`src/pkg/jtl_pkg.sv`:
```
// jtl_pkg: constants for the transmit link alignment block
// assumes one octet per clk in 8b/10b modes, one 66-bit block per clk in 64b/66b
package jtl_pkg;
  // register byte offsets
  localparam logic [4:0] JTL_OFS_CTRL = 5'h00;
  localparam logic [4:0] JTL_OFS_CFG = 5'h04;
  localparam logic [4:0] JTL_OFS_STATUS = 5'h08;
  localparam logic [4:0] JTL_OFS_SYSREFCNT = 5'h0C;
  localparam logic [4:0] JTL_OFS_ILASCNT = 5'h10;
  // control fields
  localparam int JTL_CTRL_ENABLE = 0;
  localparam int JTL_CTRL_MODE64 = 1;
  localparam int JTL_CTRL_SCRAMBLE = 2;
  localparam logic [2:0] JTL_CTRL_RST = 3'h0;
  // config fields: frames-per-multiframe and octets-per-frame, minus one
  localparam int JTL_CFG_F_LSB = 0;
  localparam int JTL_CFG_K_LSB = 8;
  localparam logic [7:0] JTL_F_M1_RST = 8'h01;
  localparam logic [7:0] JTL_K_M1_RST = 8'h1F;
  // multiframe limits
  localparam logic [17:0] JTL_MF_OCT_MIN = 18'h0_0011;
  localparam logic [17:0] JTL_MF_OCT_MAX = 18'h0_0400;
  localparam logic [8:0] JTL_K_MAX = 9'h100;
  // control characters before 8b/10b encoding
  localparam logic [7:0] JTL_K28_0 = 8'h1C;
  localparam logic [7:0] JTL_K28_3 = 8'h7C;
  localparam logic [7:0] JTL_K28_4 = 8'h9C;
  localparam logic [7:0] JTL_K28_5 = 8'hBC;
  localparam logic [7:0] JTL_K28_7 = 8'hFC;
  localparam logic [7:0] JTL_SCR_F_OCT = 8'hFC;
  localparam logic [7:0] JTL_SCR_A_OCT = 8'h7C;
  // alignment sequence length in multiframes, minus one
  localparam logic [1:0] JTL_INITIAL_LANE_ALIGN_SEQ_MF_LAST = 2'h3;
  // 64b/66b framing
  localparam logic [4:0] JTL_MB_LAST = 5'h1F;
  localparam logic [4:0] JTL_EOEMB_BLK = 5'h16;
  localparam logic [4:0] JTL_EOMB_ZERO_FIRST = 5'h1B;
  localparam logic [1:0] JTL_HDR_ONE = 2'h2;
  localparam logic [1:0] JTL_HDR_ZERO = 2'h1;
  localparam int JTL_E = 1;
  localparam logic [14:0] JTL_SCR8_SEED = 15'h7FFF;
  localparam logic [57:0] JTL_SCR64_SEED = 58'h3FF_FFFF_FFFF_FFFF;
  // link states, gray coded along idle, cgs, initial_lane_align_seq, data
  typedef enum logic [1:0] {
    JTL_IDLE = 2'b00,
    JTL_CGS = 2'b01,
    JTL_INITIAL_LANE_ALIGN_SEQ = 2'b11,
    JTL_DATA = 2'b10
  } jtl_state_t;
endpackage

```
`src/hdl/jtl_tx_link.sv`:
```
// jtl_tx_link: transmit link layer, multiframe/multiblock tracking and
// alignment character insertion for one lane, with an Avalon-MM register slave.
// assumes the 8b/10b encoder and serializer sit after laneOctet/laneBlock,
// and that sync and sysref come from pins outside this clock domain.
//
// Register access over Avalon-MM and the register addresses were chosen for this implementation.
`timescale 1ns/1ns
module jtl_tx_link (
  input wire logic clk,
  input wire logic rstn,
  input wire logic [4:0] avs_address,
  input wire logic avs_read,
  input wire logic avs_write,
  input wire logic [31:0] avs_writedata,
  output logic [31:0] avs_readdata,
  output logic avs_waitrequest,
  input wire logic syncReqN,
  input wire logic sysref,
  input wire logic [7:0] txOctet,
  output logic octetReady,
  input wire logic [63:0] txBlock,
  output logic blockReady,
  output logic [7:0] laneOctet,
  output logic laneIsK,
  output logic laneOctetValid,
  output logic [65:0] laneBlock,
  output logic laneBlockValid,
  output logic lmfcEdge,
  output logic lemcEdge,
  output jtl_pkg::jtl_state_t linkState
);
  import jtl_pkg::*;

  // 8b/10b scrambler 1 + x^14 + x^15, most significant bit first
  function automatic logic [22:0] scr8(input logic [14:0] st,
                                       input logic [7:0] d);
    logic [14:0] s;
    logic [7:0] o;
    logic b;
    s = st;
    o = 8'h00;
    b = 1'b0;
    for (int i = 7; i >= 0; i--) begin
      b = d[i] ^ s[13] ^ s[14];
      o[i] = b;
      s = {s[13:0], b};
    end
    return {s, o};
  endfunction

  // 64b/66b scrambler 1 + x^39 + x^58, in transmit bit order
  function automatic logic [121:0] scr64(input logic [57:0] st,
                                         input logic [63:0] d);
    logic [57:0] s;
    logic [63:0] o;
    logic b;
    s = st;
    o = 64'h0000_0000_0000_0000;
    b = 1'b0;
    for (int i = 0; i < 64; i++) begin
      b = d[i] ^ s[38] ^ s[57];
      o[i] = b;
      s = {s[56:0], b};
    end
    return {s, o};
  endfunction

  // frame/multiframe sizing check for the selected encoding
  function automatic logic cfgLegal(input logic [7:0] fm1,
                                    input logic [7:0] km1,
                                    input logic m64);
    logic [8:0] f;
    logic [8:0] k;
    logic [17:0] prod;
    f = {1'b0, fm1} + 9'h001;
    k = {1'b0, km1} + 9'h001;
    prod = f * k;
    if (m64) begin
      // whole frames per 256-octet multiblock means F is a power of two
      return (f & (f - 9'h001)) == 9'h000;
    end
    return prod >= JTL_MF_OCT_MIN && prod <= JTL_MF_OCT_MAX &&
           k <= JTL_K_MAX;
  endfunction

  logic enable;
  logic mode64;
  logic scrSel;
  logic [7:0] fM1;
  logic [7:0] kM1;
  logic [15:0] sysrefCount;
  logic [15:0] ilasCount;
  logic busAck;
  logic syncMeta;
  logic syncLvl;
  logic syncPrev;
  logic refMeta;
  logic refLvl;
  logic refPrev;
  logic [7:0] octIdx;
  logic [7:0] frmIdx;
  logic [9:0] mfOct;
  logic [1:0] ilasMf;
  logic ilasPending;
  logic [7:0] prevLast;
  logic [14:0] scrState8;
  logic [4:0] blkIdx;
  logic [57:0] scrState64;
  jtl_state_t state;
  jtl_state_t next_state;

  wire cfgOk = cfgLegal(fM1, kM1, mode64);
  wire scrEn = mode64 | scrSel;
  wire syncRise = syncLvl & ~syncPrev;
  wire refRise = refLvl & ~refPrev;
  wire frameEnd = octIdx == fM1;
  wire mfEnd = frameEnd && frmIdx == kM1;
  wire mfStart = octIdx == 8'h00 && frmIdx == 8'h00;
  wire [22:0] scr8Out = scr8(scrState8, txOctet);
  wire [7:0] dataOct = scrEn ? scr8Out[7:0] : txOctet;
  wire [121:0] scr64Out = scr64(scrState64, txBlock);
  wire run64 = enable & mode64 & cfgOk;

  // bus slave: one wait cycle, answer on the second cycle of a request
  assign avs_waitrequest = (avs_read | avs_write) & ~busAck;
  wire busTake = (avs_read | avs_write) & busAck;
  wire aligned = avs_address[1:0] == 2'b00;

  always_ff @(posedge clk) begin
    if (!rstn) begin
      busAck <= 1'b0;
    end else begin
      busAck <= (avs_read | avs_write) & ~busAck;
    end
  end

  always_ff @(posedge clk) begin
    if (!rstn) begin
      enable <= JTL_CTRL_RST[JTL_CTRL_ENABLE];
      mode64 <= JTL_CTRL_RST[JTL_CTRL_MODE64];
      scrSel <= JTL_CTRL_RST[JTL_CTRL_SCRAMBLE];
      fM1 <= JTL_F_M1_RST;
      kM1 <= JTL_K_M1_RST;
    end else if (busTake && avs_write && aligned) begin
      if (avs_address == JTL_OFS_CTRL) begin
        enable <= avs_writedata[JTL_CTRL_ENABLE];
        mode64 <= avs_writedata[JTL_CTRL_MODE64];
        scrSel <= avs_writedata[JTL_CTRL_SCRAMBLE];
      end
      if (avs_address == JTL_OFS_CFG) begin
        fM1 <= avs_writedata[JTL_CFG_F_LSB +: 8];
        kM1 <= avs_writedata[JTL_CFG_K_LSB +: 8];
      end
    end
  end

  always_ff @(posedge clk) begin
    if (!rstn) begin
      avs_readdata <= 32'h0000_0000;
    end else if (avs_read && !busAck) begin
      // loaded in the wait cycle so the word stands at the taking edge
      avs_readdata <= 32'h0000_0000;
      if (aligned) begin
        case (avs_address)
          JTL_OFS_CTRL: begin
            avs_readdata <= {29'h0000_0000, scrSel, mode64, enable};
          end
          JTL_OFS_CFG: begin
            avs_readdata <= {16'h0000, kM1, fM1};
          end
          JTL_OFS_STATUS: begin
            avs_readdata <= {8'h00, frmIdx, 3'h0, blkIdx, 2'h0, ilasMf,
                             syncLvl, cfgOk, state};
          end
          JTL_OFS_SYSREFCNT: begin
            avs_readdata <= {16'h0000, sysrefCount};
          end
          JTL_OFS_ILASCNT: begin
            avs_readdata <= {16'h0000, ilasCount};
          end
          default: begin
            avs_readdata <= 32'h0000_0000;
          end
        endcase
      end
    end
  end

  // pin synchronisers; the second stage and the third, edge-detect stage feed logic
  always_ff @(posedge clk) begin
    if (!rstn) begin
      syncMeta <= 1'b0;
      syncLvl <= 1'b0;
      syncPrev <= 1'b0;
      refMeta <= 1'b0;
      refLvl <= 1'b0;
      refPrev <= 1'b0;
    end else begin
      syncMeta <= syncReqN;
      syncLvl <= syncMeta;
      syncPrev <= syncLvl;
      refMeta <= sysref;
      refLvl <= refMeta;
      refPrev <= refLvl;
    end
  end

  always_ff @(posedge clk) begin
    if (!rstn) begin
      sysrefCount <= 16'h0000;
    end else if (refRise) begin
      sysrefCount <= sysrefCount + 16'h0001;
    end
  end

  // local multiframe clock: one octet slot per clk, F*K slots per period
  always_ff @(posedge clk) begin
    if (!rstn || refRise) begin
      octIdx <= 8'h00;
      frmIdx <= 8'h00;
      mfOct <= 10'h000;
    end else if (frameEnd) begin
      octIdx <= 8'h00;
      frmIdx <= mfEnd ? 8'h00 : frmIdx + 8'h01;
      mfOct <= mfEnd ? 10'h000 : mfOct + 10'h001;
    end else begin
      octIdx <= octIdx + 8'h01;
      mfOct <= mfOct + 10'h001;
    end
  end

  // local extended multiblock clock, E fixed at one
  always_ff @(posedge clk) begin
    if (!rstn || refRise) begin
      blkIdx <= 5'h00;
    end else begin
      blkIdx <= blkIdx + 5'h01;
    end
  end

  always_ff @(posedge clk) begin
    if (!rstn) begin
      lmfcEdge <= 1'b0;
      lemcEdge <= 1'b0;
    end else begin
      lmfcEdge <= mfStart & ~mode64;
      lemcEdge <= blkIdx == 5'h00 && mode64;
    end
  end

  always_comb begin
    next_state = state;
    if (!enable || mode64 || !cfgOk) begin
      next_state = JTL_IDLE;
    end else begin
      case (state)
        JTL_IDLE: begin
          next_state = JTL_CGS;
        end
        JTL_CGS: begin
          // leave on the last slot so the sequence opens on slot zero
          if (ilasPending && syncLvl && mfEnd) begin
            next_state = JTL_INITIAL_LANE_ALIGN_SEQ;
          end
        end
        JTL_INITIAL_LANE_ALIGN_SEQ: begin
          if (!syncLvl) begin
            next_state = JTL_CGS;
          end else if (mfEnd && ilasMf == JTL_INITIAL_LANE_ALIGN_SEQ_MF_LAST) begin
            next_state = JTL_DATA;
          end
        end
        JTL_DATA: begin
          if (!syncLvl) begin
            next_state = JTL_CGS;
          end
        end
        default: begin
          next_state = JTL_IDLE;
        end
      endcase
    end
  end

  always_ff @(posedge clk) begin
    if (!rstn) begin
      state <= JTL_IDLE;
    end else begin
      state <= next_state;
    end
  end

  assign linkState = state;

  // a rise seen while commas go out arms the sequence for the next edge
  always_ff @(posedge clk) begin
    if (!rstn || state != JTL_CGS) begin
      ilasPending <= 1'b0;
    end else if (!syncLvl) begin
      ilasPending <= 1'b0;
    end else if (syncRise) begin
      ilasPending <= 1'b1;
    end
  end

  always_ff @(posedge clk) begin
    if (!rstn || state != JTL_INITIAL_LANE_ALIGN_SEQ) begin
      ilasMf <= 2'h0;
    end else if (mfEnd) begin
      ilasMf <= ilasMf + 2'h1;
    end
  end

  always_ff @(posedge clk) begin
    if (!rstn) begin
      ilasCount <= 16'h0000;
    end else if (state == JTL_CGS && next_state == JTL_INITIAL_LANE_ALIGN_SEQ) begin
      ilasCount <= ilasCount + 16'h0001;
    end
  end

  // scrambler runs only over user data, so the sequence stays plain
  always_ff @(posedge clk) begin
    if (!rstn) begin
      scrState8 <= JTL_SCR8_SEED;
    end else if (state == JTL_DATA && scrEn) begin
      scrState8 <= scr8Out[22:8];
    end
  end

  always_ff @(posedge clk) begin
    if (!rstn || state != JTL_DATA) begin
      prevLast <= 8'h00;
    end else if (frameEnd) begin
      prevLast <= dataOct;
    end
  end

  assign octetReady = state == JTL_DATA;

  // lane octet stream
  always_ff @(posedge clk) begin
    if (!rstn) begin
      laneOctet <= JTL_K28_5;
      laneIsK <= 1'b0;
      laneOctetValid <= 1'b0;
    end else begin
      laneOctetValid <= state != JTL_IDLE;
      laneOctet <= JTL_K28_5;
      laneIsK <= 1'b1;
      case (state)
        JTL_CGS: begin
          laneOctet <= JTL_K28_5;
          laneIsK <= 1'b1;
        end
        JTL_INITIAL_LANE_ALIGN_SEQ: begin
          laneIsK <= 1'b0;
          laneOctet <= mfOct[7:0];
          if (mfStart) begin
            laneOctet <= JTL_K28_0;
            laneIsK <= 1'b1;
          end else if (mfEnd) begin
            laneOctet <= JTL_K28_3;
            laneIsK <= 1'b1;
          end else if (ilasMf == 2'h1) begin
            // configuration multiframe: marker then parameter octets
            case (mfOct)
              10'h001: begin
                laneOctet <= JTL_K28_4;
                laneIsK <= 1'b1;
              end
              10'h002: laneOctet <= fM1;
              10'h003: laneOctet <= kM1;
              10'h004: laneOctet <= {7'h00, scrEn};
              default: laneOctet <= mfOct[7:0];
            endcase
          end
        end
        JTL_DATA: begin
          laneOctet <= dataOct;
          laneIsK <= 1'b0;
          if (!scrEn && frameEnd && dataOct == prevLast) begin
            laneOctet <= mfEnd ? JTL_K28_3 : JTL_K28_7;
            laneIsK <= 1'b1;
          end else if (scrEn && mfEnd && dataOct == JTL_SCR_A_OCT) begin
            laneOctet <= JTL_K28_3;
            laneIsK <= 1'b1;
          end else if (scrEn && frameEnd && !mfEnd &&
                       dataOct == JTL_SCR_F_OCT) begin
            laneOctet <= JTL_K28_7;
            laneIsK <= 1'b1;
          end
        end
        default: begin
          laneIsK <= 1'b0;
        end
      endcase
    end
  end

  // 64b/66b: sync header stream carries the multiblock pilot only;
  // crc and fec content belongs to another block
  wire pilotBit = blkIdx == JTL_MB_LAST || blkIdx == JTL_EOEMB_BLK ||
                  blkIdx < JTL_EOMB_ZERO_FIRST;
  wire [1:0] hdr = pilotBit ? JTL_HDR_ONE : JTL_HDR_ZERO;

  assign blockReady = run64;

  always_ff @(posedge clk) begin
    if (!rstn) begin
      scrState64 <= JTL_SCR64_SEED;
    end else if (run64) begin
      scrState64 <= scr64Out[121:64];
    end
  end

  always_ff @(posedge clk) begin
    if (!rstn) begin
      laneBlock <= {64'h0000_0000_0000_0000, JTL_HDR_ZERO};
      laneBlockValid <= 1'b0;
    end else begin
      laneBlockValid <= run64;
      if (run64) begin
        laneBlock <= {scr64Out[63:0], hdr};
      end
    end
  end

endmodule

```
`config.mk`:
```
export PLATFORM = sky130hd
export DESIGN_NAME = jtl_tx_link
export DESIGN_NICKNAME = d
export VERILOG_FILES = /design/src/pkg/jtl_pkg.sv /design/src/hdl/jtl_tx_link.sv
export SDC_FILE = /design/constraint.sdc
export NUM_CORES = 1
export LEC_CHECK = 0
export BUFFER_PORTS_ARGS = -buffer_cell sky130_fd_sc_hd__buf_2
export CORE_ASPECT_RATIO = 1.25
export CORE_MARGIN = 4
export CORE_UTILIZATION = 30
export CTS_CLUSTER_SIZE = 25
export DETAILED_ROUTE_END_ITERATION = 7
export GPL_TIMING_DRIVEN = 0
export PLACE_DENSITY_LB_ADDON = 0.12
export RECOVER_POWER = 100
export SLEW_MARGIN = 40
export SYNTH_ARGS = -nofsm -noshare
export SYNTH_HDL_FRONTEND = slang
export SYNTH_SLANG_ARGS = --single-unit
```
`constraint.sdc`:
```
create_clock -name clk -period 6.55 [get_ports clk]
set_input_delay 0.3275 -clock clk [delete_from_list [all_inputs] [get_ports clk]]
set_output_delay 0.3275 -clock clk [all_outputs]
set_load 0.02 [all_outputs]
```
# ---- Yosys cells after proc, flatten, opt, wreduce, memory -nomap -nowiden
# Cells that the tools add are included.
dict set report op_classes {
  addsub 10
  n_eq_ne 24
  magnitude_cmp 4
  reduce_logical 46
  bitwise 159
  n_mul 1
  mux 33
}
# cell count
set op_table {}
lappend op_table {{$xor 1x1->1} 144}
lappend op_table {{$pmux 24 s5} 1}
lappend op_table {{$mux 8} 9}
lappend op_table {{$add 16x1->16 const B} 2}
lappend op_table {{$pmux 8 s4} 1}
lappend op_table {{$eq 8x8->1} 3}
lappend op_table {{$mux 24} 1}
lappend op_table {{$eq 10x2->1 const B} 2}
lappend op_table {{$logic_and 1x1->1} 20}
lappend op_table {{$mux 10} 2}
lappend op_table {{$add 8x1->9 const B} 2}
lappend op_table {{$ge 18x5->1 const B} 1}
lappend op_table {{$le 18x11->1 const B} 1}
lappend op_table {{$mul 9x9->18} 1}
lappend op_table {{$add 8x1->8 const B} 2}
lappend op_table {{$logic_not 8->1} 2}
lappend op_table {{$pmux 8 s2} 1}
lappend op_table {{$eq 5x5->1 const B} 3}
lappend op_table {{$mux 2} 6}
lappend op_table {{$add 10x1->10 const B} 1}
lappend op_table {{$eq 10x1->1 const B} 1}
lappend op_table {{$eq 10x3->1 const B} 1}
lappend op_table {{$eq 5x4->1 const B} 2}
lappend op_table {{$logic_not 5->1} 2}
lappend op_table {{26 further kinds} 66}
dict set report totals {
  wordCells 309
  input_bits 115
  out_inout_bits 116
  ff_bits 286
}

# ---- Depth between registers and ports, before layout
# Gate-level depths: netlist (run 1).
dict set report depth {
  depth_word 11
  mapped_depth 25
  ltp_nobuf 21
}

# ---- Worst setup path after synthesis (run 1)
# Ideal clock, no wire load.
dict set report synth_timing {
  kind {flip-flop to flip-flop}
  from {reg kM1[2]}
  to {reg ilasCount[7]}
  n_path_buf 4
  stages_incl_launch_ff 25
  t_required_ps 6435
  synth_period_minus_slack_ps 6633
  slack_ps -83
  setup_time_ps 115
  arrival_ps 6519
  path_cell_list {dfxtp_1 clkbuf_1 nand3_1 or3_1 and2_1 clkbuf_1 or2_2 fa_1 fa_1 inv_1 fa_1 inv_1 fa_1 inv_1 ha_1 clkbuf_1 nand4_1 a211o_1 a31oi_1 xor2_1 or4_1 or4_1 buf_2 o31a_1 o21a_1}
}
dict set report synth_via {
  elab_chain_cells 11
  elab_cells_between_ends 21
  cone_classes {add/sub: 1; mul: 1; order compare: 3; eq/ne: 2; mux: 6; reduce/logical: 8}
}
# item line_no
set synth_lines {}
lappend synth_lines {{from (decl)} jtl_tx_link.sv:90} ;# logic [7:0] kM1;
lappend synth_lines {{from (signal assigned)} jtl_tx_link.sv:152} ;# kM1 <= avs_writedata[JTL_CFG_K_LSB +: 8];
lappend synth_lines {{$add 8x1->9} jtl_tx_link.sv:76} ;# k = {1'b0, km1} + 9'h001;
lappend synth_lines {{$mul 9x9->18} jtl_tx_link.sv:77} ;# prod = f * k;
lappend synth_lines {{$ge 18x5->1 / $le 18x11->1 (equally long branches)} jtl_tx_link.sv:82} ;# return prod >= JTL_MF_OCT_MIN && prod <= JTL_MF_OCT_MAX &&
lappend synth_lines {{$logic_and 1x1->1 (2 in a row)} jtl_tx_link.sv:82}
lappend synth_lines {{$mux 1} jtl_tx_link.sv:82}
lappend synth_lines {{$logic_not 1->1} jtl_tx_link.sv:253} ;# if (!enable || mode64 || !cfgOk) begin
lappend synth_lines {{$logic_or 1x1->1} jtl_tx_link.sv:253}
lappend synth_lines {{$mux 2 (*)} jtl_tx_link.sv:253}
lappend synth_lines {{$eq 2x2->1 (*)} jtl_tx_link.sv:317} ;# end else if (state == JTL_CGS && next_state == JTL_INITIAL_LANE_ALIGN_SEQ) begin
lappend synth_lines {{$logic_and 1x1->1 (*)} jtl_tx_link.sv:317}
lappend synth_lines {{to (signal assigned)} jtl_tx_link.sv:318} ;# ilasCount <= ilasCount + 16'h0001;
lappend synth_lines {{to (decl)} jtl_tx_link.sv:92} ;# logic [15:0] ilasCount;
# Mark *: on every way between the ends. The rest lies on a longest branch, timed or not.
# A chain may end at the register's enable or synchronous reset.

# ---- Worst setup path in the final report (run 1)
dict set report layout_timing {
  from {reg fM1[2]}
  to {reg ilasCount[15]}
}
dict set report layout_via {
  elab_chain_cells 11
  elab_cells_between_ends 24
  cone_classes {add/sub: 2; mul: 1; order compare: 2; eq/ne: 2; mux: 7; bitwise: 1; reduce/logical: 9}
}
# item line_no
set layout_lines {}
lappend layout_lines {{from (decl)} jtl_tx_link.sv:89} ;# logic [7:0] fM1;
lappend layout_lines {{from (signal assigned)} jtl_tx_link.sv:151} ;# fM1 <= avs_writedata[JTL_CFG_F_LSB +: 8];
lappend layout_lines {{$add 8x1->9} jtl_tx_link.sv:75} ;# f = {1'b0, fm1} + 9'h001;
lappend layout_lines {{$mul 9x9->18 / $sub 9x1->9 (equally long branches)} {jtl_tx_link.sv:77, jtl_tx_link.sv:80}}
lappend layout_lines {{$ge 18x5->1, or another cell as far along} jtl_tx_link.sv:82}
lappend layout_lines {{$logic_and 1x1->1 / $logic_not 9->1 (equally long branches)} {jtl_tx_link.sv:82, jtl_tx_link.sv:80}}
lappend layout_lines {{$logic_and 1x1->1 / $mux 1 (equally long branches)} {jtl_tx_link.sv:82, jtl_tx_link.sv:78}}
lappend layout_lines {{$mux 1} jtl_tx_link.sv:82}
lappend layout_lines {{$logic_not 1->1} jtl_tx_link.sv:253}
lappend layout_lines {{$logic_or 1x1->1} jtl_tx_link.sv:253}
lappend layout_lines {{$mux 2 (*)} jtl_tx_link.sv:253}
lappend layout_lines {{$eq 2x2->1 (*)} jtl_tx_link.sv:317}
lappend layout_lines {{$logic_and 1x1->1 (*)} jtl_tx_link.sv:317}
# Mark *: on every way between the ends. The rest lies on a longest branch, timed or not. The select of a mux whose other input is x is not followed.

==> flow_metrics.py, run 1 <==
metrics = {
    "worst_hold_path": {
        "holdPathStages": 3,
        "min_from": "avs_writedata[8]",
        "hold_end": "kM1[0]",
        "min_path_type": "input pin to register",
    },
    "outcome": {
        "violations": "max-capacitance violations, max-slew violations",
        "status": "finished, violations left",
    },
    "setup_path": {
        "reg2reg_slack_ns": 0.23,
        "reg2reg_to": "ilasCount[15]",
        "cp-start-kind": "register",
        "critPathKind": "register to register",
        "worstPathArrival_ns": 6.82,
        "crit-reg2reg-launch": "fM1[2]",
        "end_kind": "register",
        "r2r_cells": 25,
        "required_ns": 7.04,
        "path_max_fanout": 10,
    },
    "synth": {
        "async_flop_share_pct": 0,
        "synth_top_area_share_pct": 35.2,
        "synth_area_um2": 15800,
        "ys_seq_area_share_pct": 35.2,
        "synthTopCellsByArea": "dfxtp_1 35%, xnor2_1 9.6%, nand2_1 7.7%, fa_1 6.3%, ha_1 4.6%",
        "ys_types": 76,
        "synthCells": 1883,
        "avgSynthCellArea_um2": 8.40,
        "yosys.area.top_type": "dfxtp_1",
        "yosys_warnings": 0,
        "synth-edff-count": 0,
        "synth_flop_cell": "dfxtp_1",
        "ys_ff_latch": 278,
    },
    "finish": {
        "nets": 2377,
        "final_common_cell": "nand2_1",
        "final_cells": 2844,
        "mostFrequentLayoutCells": "323 x nand2_1, 267 x dfxtp_1, 191 x clkbuf_1, 172 x xnor2_1, 131 x nor2_1",
        "syn2layout_area_growth_pct": 22.2,
        "finalInstanceArea_um2": 19300,
        "drive_gt1_share_pct": 12.3,
        "fillers": 5526,
    },
    "power_and_ir_drop": {
        "p_leak_nw": 7.69,
        "p_per_area_nw_per_um2": 196,
        "total_power_w": 0.00378,
        "vdd_ir_drop_max_v": 0.000155,
    },
    "global_routing": {
        "grt_max_degree": 15,
        "track_usage_pct": 19.5,
        "grt_antenna_before_repair": 3,
        "grt_pass1_wl_um": 85000,
        "grt_pass1_vias": 14000,
        "overflow": 0,
    },
    "placed_design": {
        "placed_area_um2": 17700,
        "numPortBuffers": 206,
        "routabilityCongestion": 0.888,
        "dp.cells": 2761,
        "hpwl_um": 45600,
    },
    "routing": {
        "vias": 13900,
        "post_drt_wl_per_cell_um": 20.0,
        "drt_iter0_markers": 881,
        "drc": 0,
        "antenna_left": 0,
        "viasPerCell": 4.90,
        "wl_um": 57000,
        "first_pass_iters": 6,
    },
    "floorplanning": {
        "ios": 231,
        "die_h_um": 265,
        "core_area_um2": 51900,
        "initial_utilization_pct": 30.5,
        "die_area_um2": 56500,
        "rows": 93,
        "die_w_um": 213,
    },
    "clock_network": {
        "clockRootBuffer": "clkbuf_16",
        "clock_sinks": 278,
        "htreeDepth": 1,
        "clockBufferDepth": 3,
        "clock_latency_ns": 0.57,
        "cts_tree": "done",
        "numCtsBuffers": 30,
        "clkTransAtPathRegs_ns": 0.07,
    },
    "timing": {
        "slew_viol_final": 8,
        "slew-limit-headroom_pct": -7.20,
        "final-setup-viol-count": 0,
        "fin_crit_sh_pct": 96.6,
        "finalHoldViolCount": 0,
        "fin_skew_ns": 0.00993,
        "setup_tns_ns": 0,
        "max_clock_freq_mhz": 158,
        "rsz0062_at_grt": "false",
        "worst_slew_pin_slew_ns": 1.59,
        "hold_ws_ns": 0.0224,
        "period_needed_ns": 6.32,
    },
    "job": {
        "maxCapViolations": 1,
    },
}
## through the flow
step | utilization [%] | worst slack [ns]
final | 37.2 | 0.225
after global routing | 37.2 | 0.00514
after CTS | 37.1 | 0.000778
after detailed placement | 34.2 | -1.03
after global placement | 34.1 | -0.988
after floorplan | - | 0.00600
## state kept, by name, summed over array words and instances, names as in the netlist, 10 cells and up
signal and cells:
laneBlock 66, scrState64 58, avs_readdata 24, ilasCount 16, sysrefCount 16, scrState8 15, mfOct 10
## worst max-delay path, cell delays in order, from the launching register on
cell,delay (ns)
dfxtp_2,0.33
clkbuf_8,0.13
and4_4,0.21
nand4_1,0.09
xor2_1,0.23
clkbuf_1,0.21
buf_12,0.14
clkbuf_4,0.12
buf_4,0.10
nor2b_1,0.04
ha_1,0.31
fa_1,0.50
fa_1,0.50
inv_1,0.05
fa_1,0.53
inv_1,0.06
ha_4,0.28
a21oi_2,0.19
nor3_1,0.11
nor4_1,0.28
o32ai_1,0.17
or4_1,0.51
or4_4,0.50
buf_6,0.17
or3_1,0.34
a21boi_1,0.15
## repair_timing
action	in CTS	in global routing
hold buffers	6	0
hold endpoints to repair	6	0
buffers inserted	23	9
resized for setup	73	33
pin swaps	13	15
gates cloned	0	1
setup endpoints to repair	19	18
## where the power goes
group	switching, W	internal, W
logic	0.000164	0.000105
clock network	0.000728	0.00107
registers	0.0000123	0.00170
total	0.000904	0.00288
## layout make-up
class | instances | area [um^2] | area share (%)
buffer | 97 | 483 | 2.50
clock inverter | 12 | 165 | 0.855
inverter | 99 | 372 | 1.92
multi-input combinational | 1403 | 9780 | 50.6
clock buffer | 42 | 867 | 4.49
sequential | 278 | 5590 | 28.9
tap | 665 | 832 | 4.31
antenna | 3 | 7.51 | 0.0388
timing repair buffer | 245 | 1230 | 6.36
## routing by layer
| layer | track usage, % | up-vias | wire [um] |
|---|---|---|---|
| met2 | 36.7 | 371 | 29900 |
| li1 | - | 6814 | - |
| met4 | 5.35 | 0 | 1540 |
| met3 | 2.92 | 67 | 2980 |
| met5 | 0 | - | 0 |
| met1 | 22.9 | 6685 | 22500 |
## cells by family after synthesis
| logic type | Yosys count | synth area share, % |
|---|---|---|
| multiplexers | 9 | 0.593 |
| other | 1 | 0.0237 |
| buffers and inverters | 209 | 5.22 |
| XOR/XNOR | 220 | 12.6 |
| flip-flops | 278 | 35.2 |
| adder cells (fa/ha/maj) | 109 | 11.0 |
| AND/OR/NAND/NOR | 790 | 23.3 |
| AO/OA/AOI/OAI | 267 | 12.1 |
## how the worst max path moves through the flow
stage / startpoint / endpoint / slack, ns / cells after the start
global route: kM1[2] / ilasCount[2] / 0.005 / 22
CTS: kM1[2] / ilasCount[9] / 0.0008 / 21
global placement: fM1[0] / ilasCount[13] / -0.99 / 24
detailed placement: fM1[3] / ilasCount[11] / -1.03 / 23
finish: fM1[2] / ilasCount[15] / 0.23 / 25
floorplan: kM1[0] / ilasCount[7] / 0.006 / 24
## synth_stat cells (all sizes together), types with 21 or more instances
master,count
clkbuf,90
fa,50
dfxtp,278
ha,58
nand2,323
xnor2,173
inv,99
a21boi,100
xor2,42
nand2b,21
nand3,131
o21ai,38
nor2,132
nand4,23
a21oi,41
nor2b,24
or3,24
and2,31
Power figures use the tool's default switching activity.
==> inputs of run 2 (changes only) <==
--- a/config.mk
+++ b/config.mk
@@ -5,7 +5,7 @@
 export SDC_FILE = /design/constraint.sdc
 export NUM_CORES = 1
 export LEC_CHECK = 0
-export BUFFER_PORTS_ARGS = -buffer_cell sky130_fd_sc_hd__buf_2
+export BUFFER_PORTS_ARGS = -buffer_cell sky130_fd_sc_hd__buf_4
 export CORE_ASPECT_RATIO = 1.25
 export CORE_MARGIN = 4
 export CORE_UTILIZATION = 30
==> flow_metrics.py, run 2 (synthesis results as in run 1) <==
metrics = {
    "setup_path": {
        "worstPathArrival_ns": 6.88,
        "cp-start-kind": "register",
        "cp-startpoint": "fM1[2]",
        "end_kind": "register",
        "crit-reg2reg-launch": "fM1[2]",
        "required_ns": 7.05,
        "critPathKind": "register to register",
        "path_max_fanout": 5,
    },
    "clock_network": {
        "clockRootBuffer": "clkbuf_16",
        "clkTransAtPathRegs_ns": 0.07,
        "cts_tree": "done",
        "clock_latency_ns": 0.57,
        "clock_sinks": 278,
        "numCtsBuffers": 29,
        "clockBufferDepth": 3,
        "htreeDepth": 1,
    },
    "worst_hold_path": {
        "min_from": "avs_writedata[10]",
        "min_path_type": "input pin to register",
    },
    "timing": {
        "fin_skew_ns": 0.0250,
        "worst_slew_pin_slew_ns": 1.53,
        "period_needed_ns": 6.38,
        "slew_viol_final": 8,
        "final-setup-viol-count": 0,
        "slew-limit-headroom_pct": -2.80,
        "max_clock_freq_mhz": 157,
        "fin_crit_sh_pct": 97.4,
        "finalHoldViolCount": 0,
    },
    "global_routing": {
        "grt_max_degree": 15,
        "overflow": 0,
        "grt_antenna_before_repair": 0,
        "grt_pass1_vias": 14200,
        "grt_pass1_wl_um": 86300,
        "track_usage_pct": 19.9,
    },
    "finish": {
        "top_regs": "laneBlock (66), scrState64 (58), avs_readdata (24)",
        "nets": 2394,
        "num_antenna_cells": 0,
        "syn2layout_area_growth_pct": 24.4,
        "top_register": "laneBlock",
        "drive_gt1_share_pct": 13.4,
        "largest_reg_flops": 66,
        "multi_input_area_um2": 9830,
        "final_common_cell": "nand2_1",
        "mostFrequentLayoutCells": "322 x nand2_1, 266 x dfxtp_1, 186 x clkbuf_1, 172 x xnor2_1, 156 x buf_4",
        "fillers": 5491,
        "postLayoutCoreUtil_pct": 37.9,
        "layout.area.seq_um2": 5600,
        "finalInstanceArea_um2": 19700,
    },
    "floorplanning": {
        "die_w_um": 213,
        "ios": 231,
        "die_h_um": 265,
        "initial_utilization_pct": 30.5,
        "rows": 93,
        "die_area_um2": 56500,
        "core_area_um2": 51900,
    },
    "placed_design": {
        "hpwl_um": 46000,
        "routabilityCongestion": 0.896,
        "placed_area_um2": 18200,
        "numPortBuffers": 206,
    },
    "routing": {
        "drt_iter0_markers": 905,
        "post_drt_wl_per_cell_um": 20.2,
        "wl_um": 57800,
        "antenna_left": 0,
        "vias": 14000,
        "first_pass_iters": 8,
        "drc": 0,
        "viasPerCell": 4.91,
    },
    "outcome": {
        "status": "finished, violations left",
        "violations": "max-capacitance violations, max-slew violations",
    },
    "power_and_ir_drop": {
        "p_leak_nw": 7.87,
        "p_per_area_nw_per_um2": 186,
        "vdd_ir_drop_max_v": 0.000163,
    },
    "job": {
        "maxCapViolations": 1,
    },
}
==> run 2: final cells by class <==
cell class | count | share of cell area [%]
multi-input cells | 1403 | 50.0
flip-flops and latches | 278 | 28.4
repair buffers | 263 | 8.12
clock buffers | 44 | 4.43
well taps | 665 | 4.23
plain buffers | 97 | 2.57
inverters | 99 | 1.89
clock inverters | 8 | 0.362
==> run 2: layer usage <==
metal	part of all wire, %	routed length [um]	vias to the layer above	track usage (%)
li1	-	-	6837	-
met1	39	22700	6747	23.2
met2	53	30500	384	37.5
met3	4.8	2790	73	2.53
met4	3.0	1730	0	5.76
met5	0	0	-	0
==> run 2: timing repair <==
action,4_1_cts,5_1_grt
buffers inserted,26,24
hold buffers,6,0
endpoints found under the hold margin,6,0
pin swaps,8,32
resized for setup,76,41
cloned,0,1
endpoints found under the setup margin,19,18
==> run 2: path summary, 6_finish.rpt <==
kind,to,depth (start not counted),slack (ns)
worst min-delay path,kM1[2],3,0.03
worst max register to register,ilasCount[3],23,0.17
worst min register to register,syncLvl,1,0.44
worst max-delay path,ilasCount[3],23,0.17
==> run 2: where the power goes <==
part | internal [W] | switching, W
combinational | 0.000121 | 0.000164
sequential | 0.00170 | 0.0000128
clock | 0.000953 | 0.000707
==> run 2: worst max-delay path: stages (launching register included) <==
cell       delay [ns]
dfxtp_4          0.36
clkbuf_8         0.13
and4_1           0.19
nand4_1          0.13
xor2_2           0.20
clkbuf_8         0.18
buf_4            0.14
nor2_2           0.11
fa_1             0.44
fa_1             0.52
fa_1             0.54
inv_1            0.06
fa_1             0.53
inv_1            0.06
ha_4             0.24
buf_4            0.14
a21o_4           0.21
nor4_4           0.31
o32ai_2          0.14
or4_1            0.50
or4_4            0.52
clkbuf_16        0.20
or3_1            0.33
a21boi_1         0.13
==> run 2: metrics by stage <==
stage                     hold WS (ns)  total power (W)  cells  setup TNS [ns]  setup WS (ns)
after floorplan                  0.412          0.00190   1890               0        0.00600
after global placement           0.426          0.00204   2761          -15.91         -0.995
after detailed placement         0.424          0.00204   2761          -16.65          -1.05
after CTS                      0.00360          0.00370   2832               0        0.00449
after global routing            0.0158          0.00378   2857          -0.185        -0.0215
final                           0.0340          0.00365   2857               0          0.173
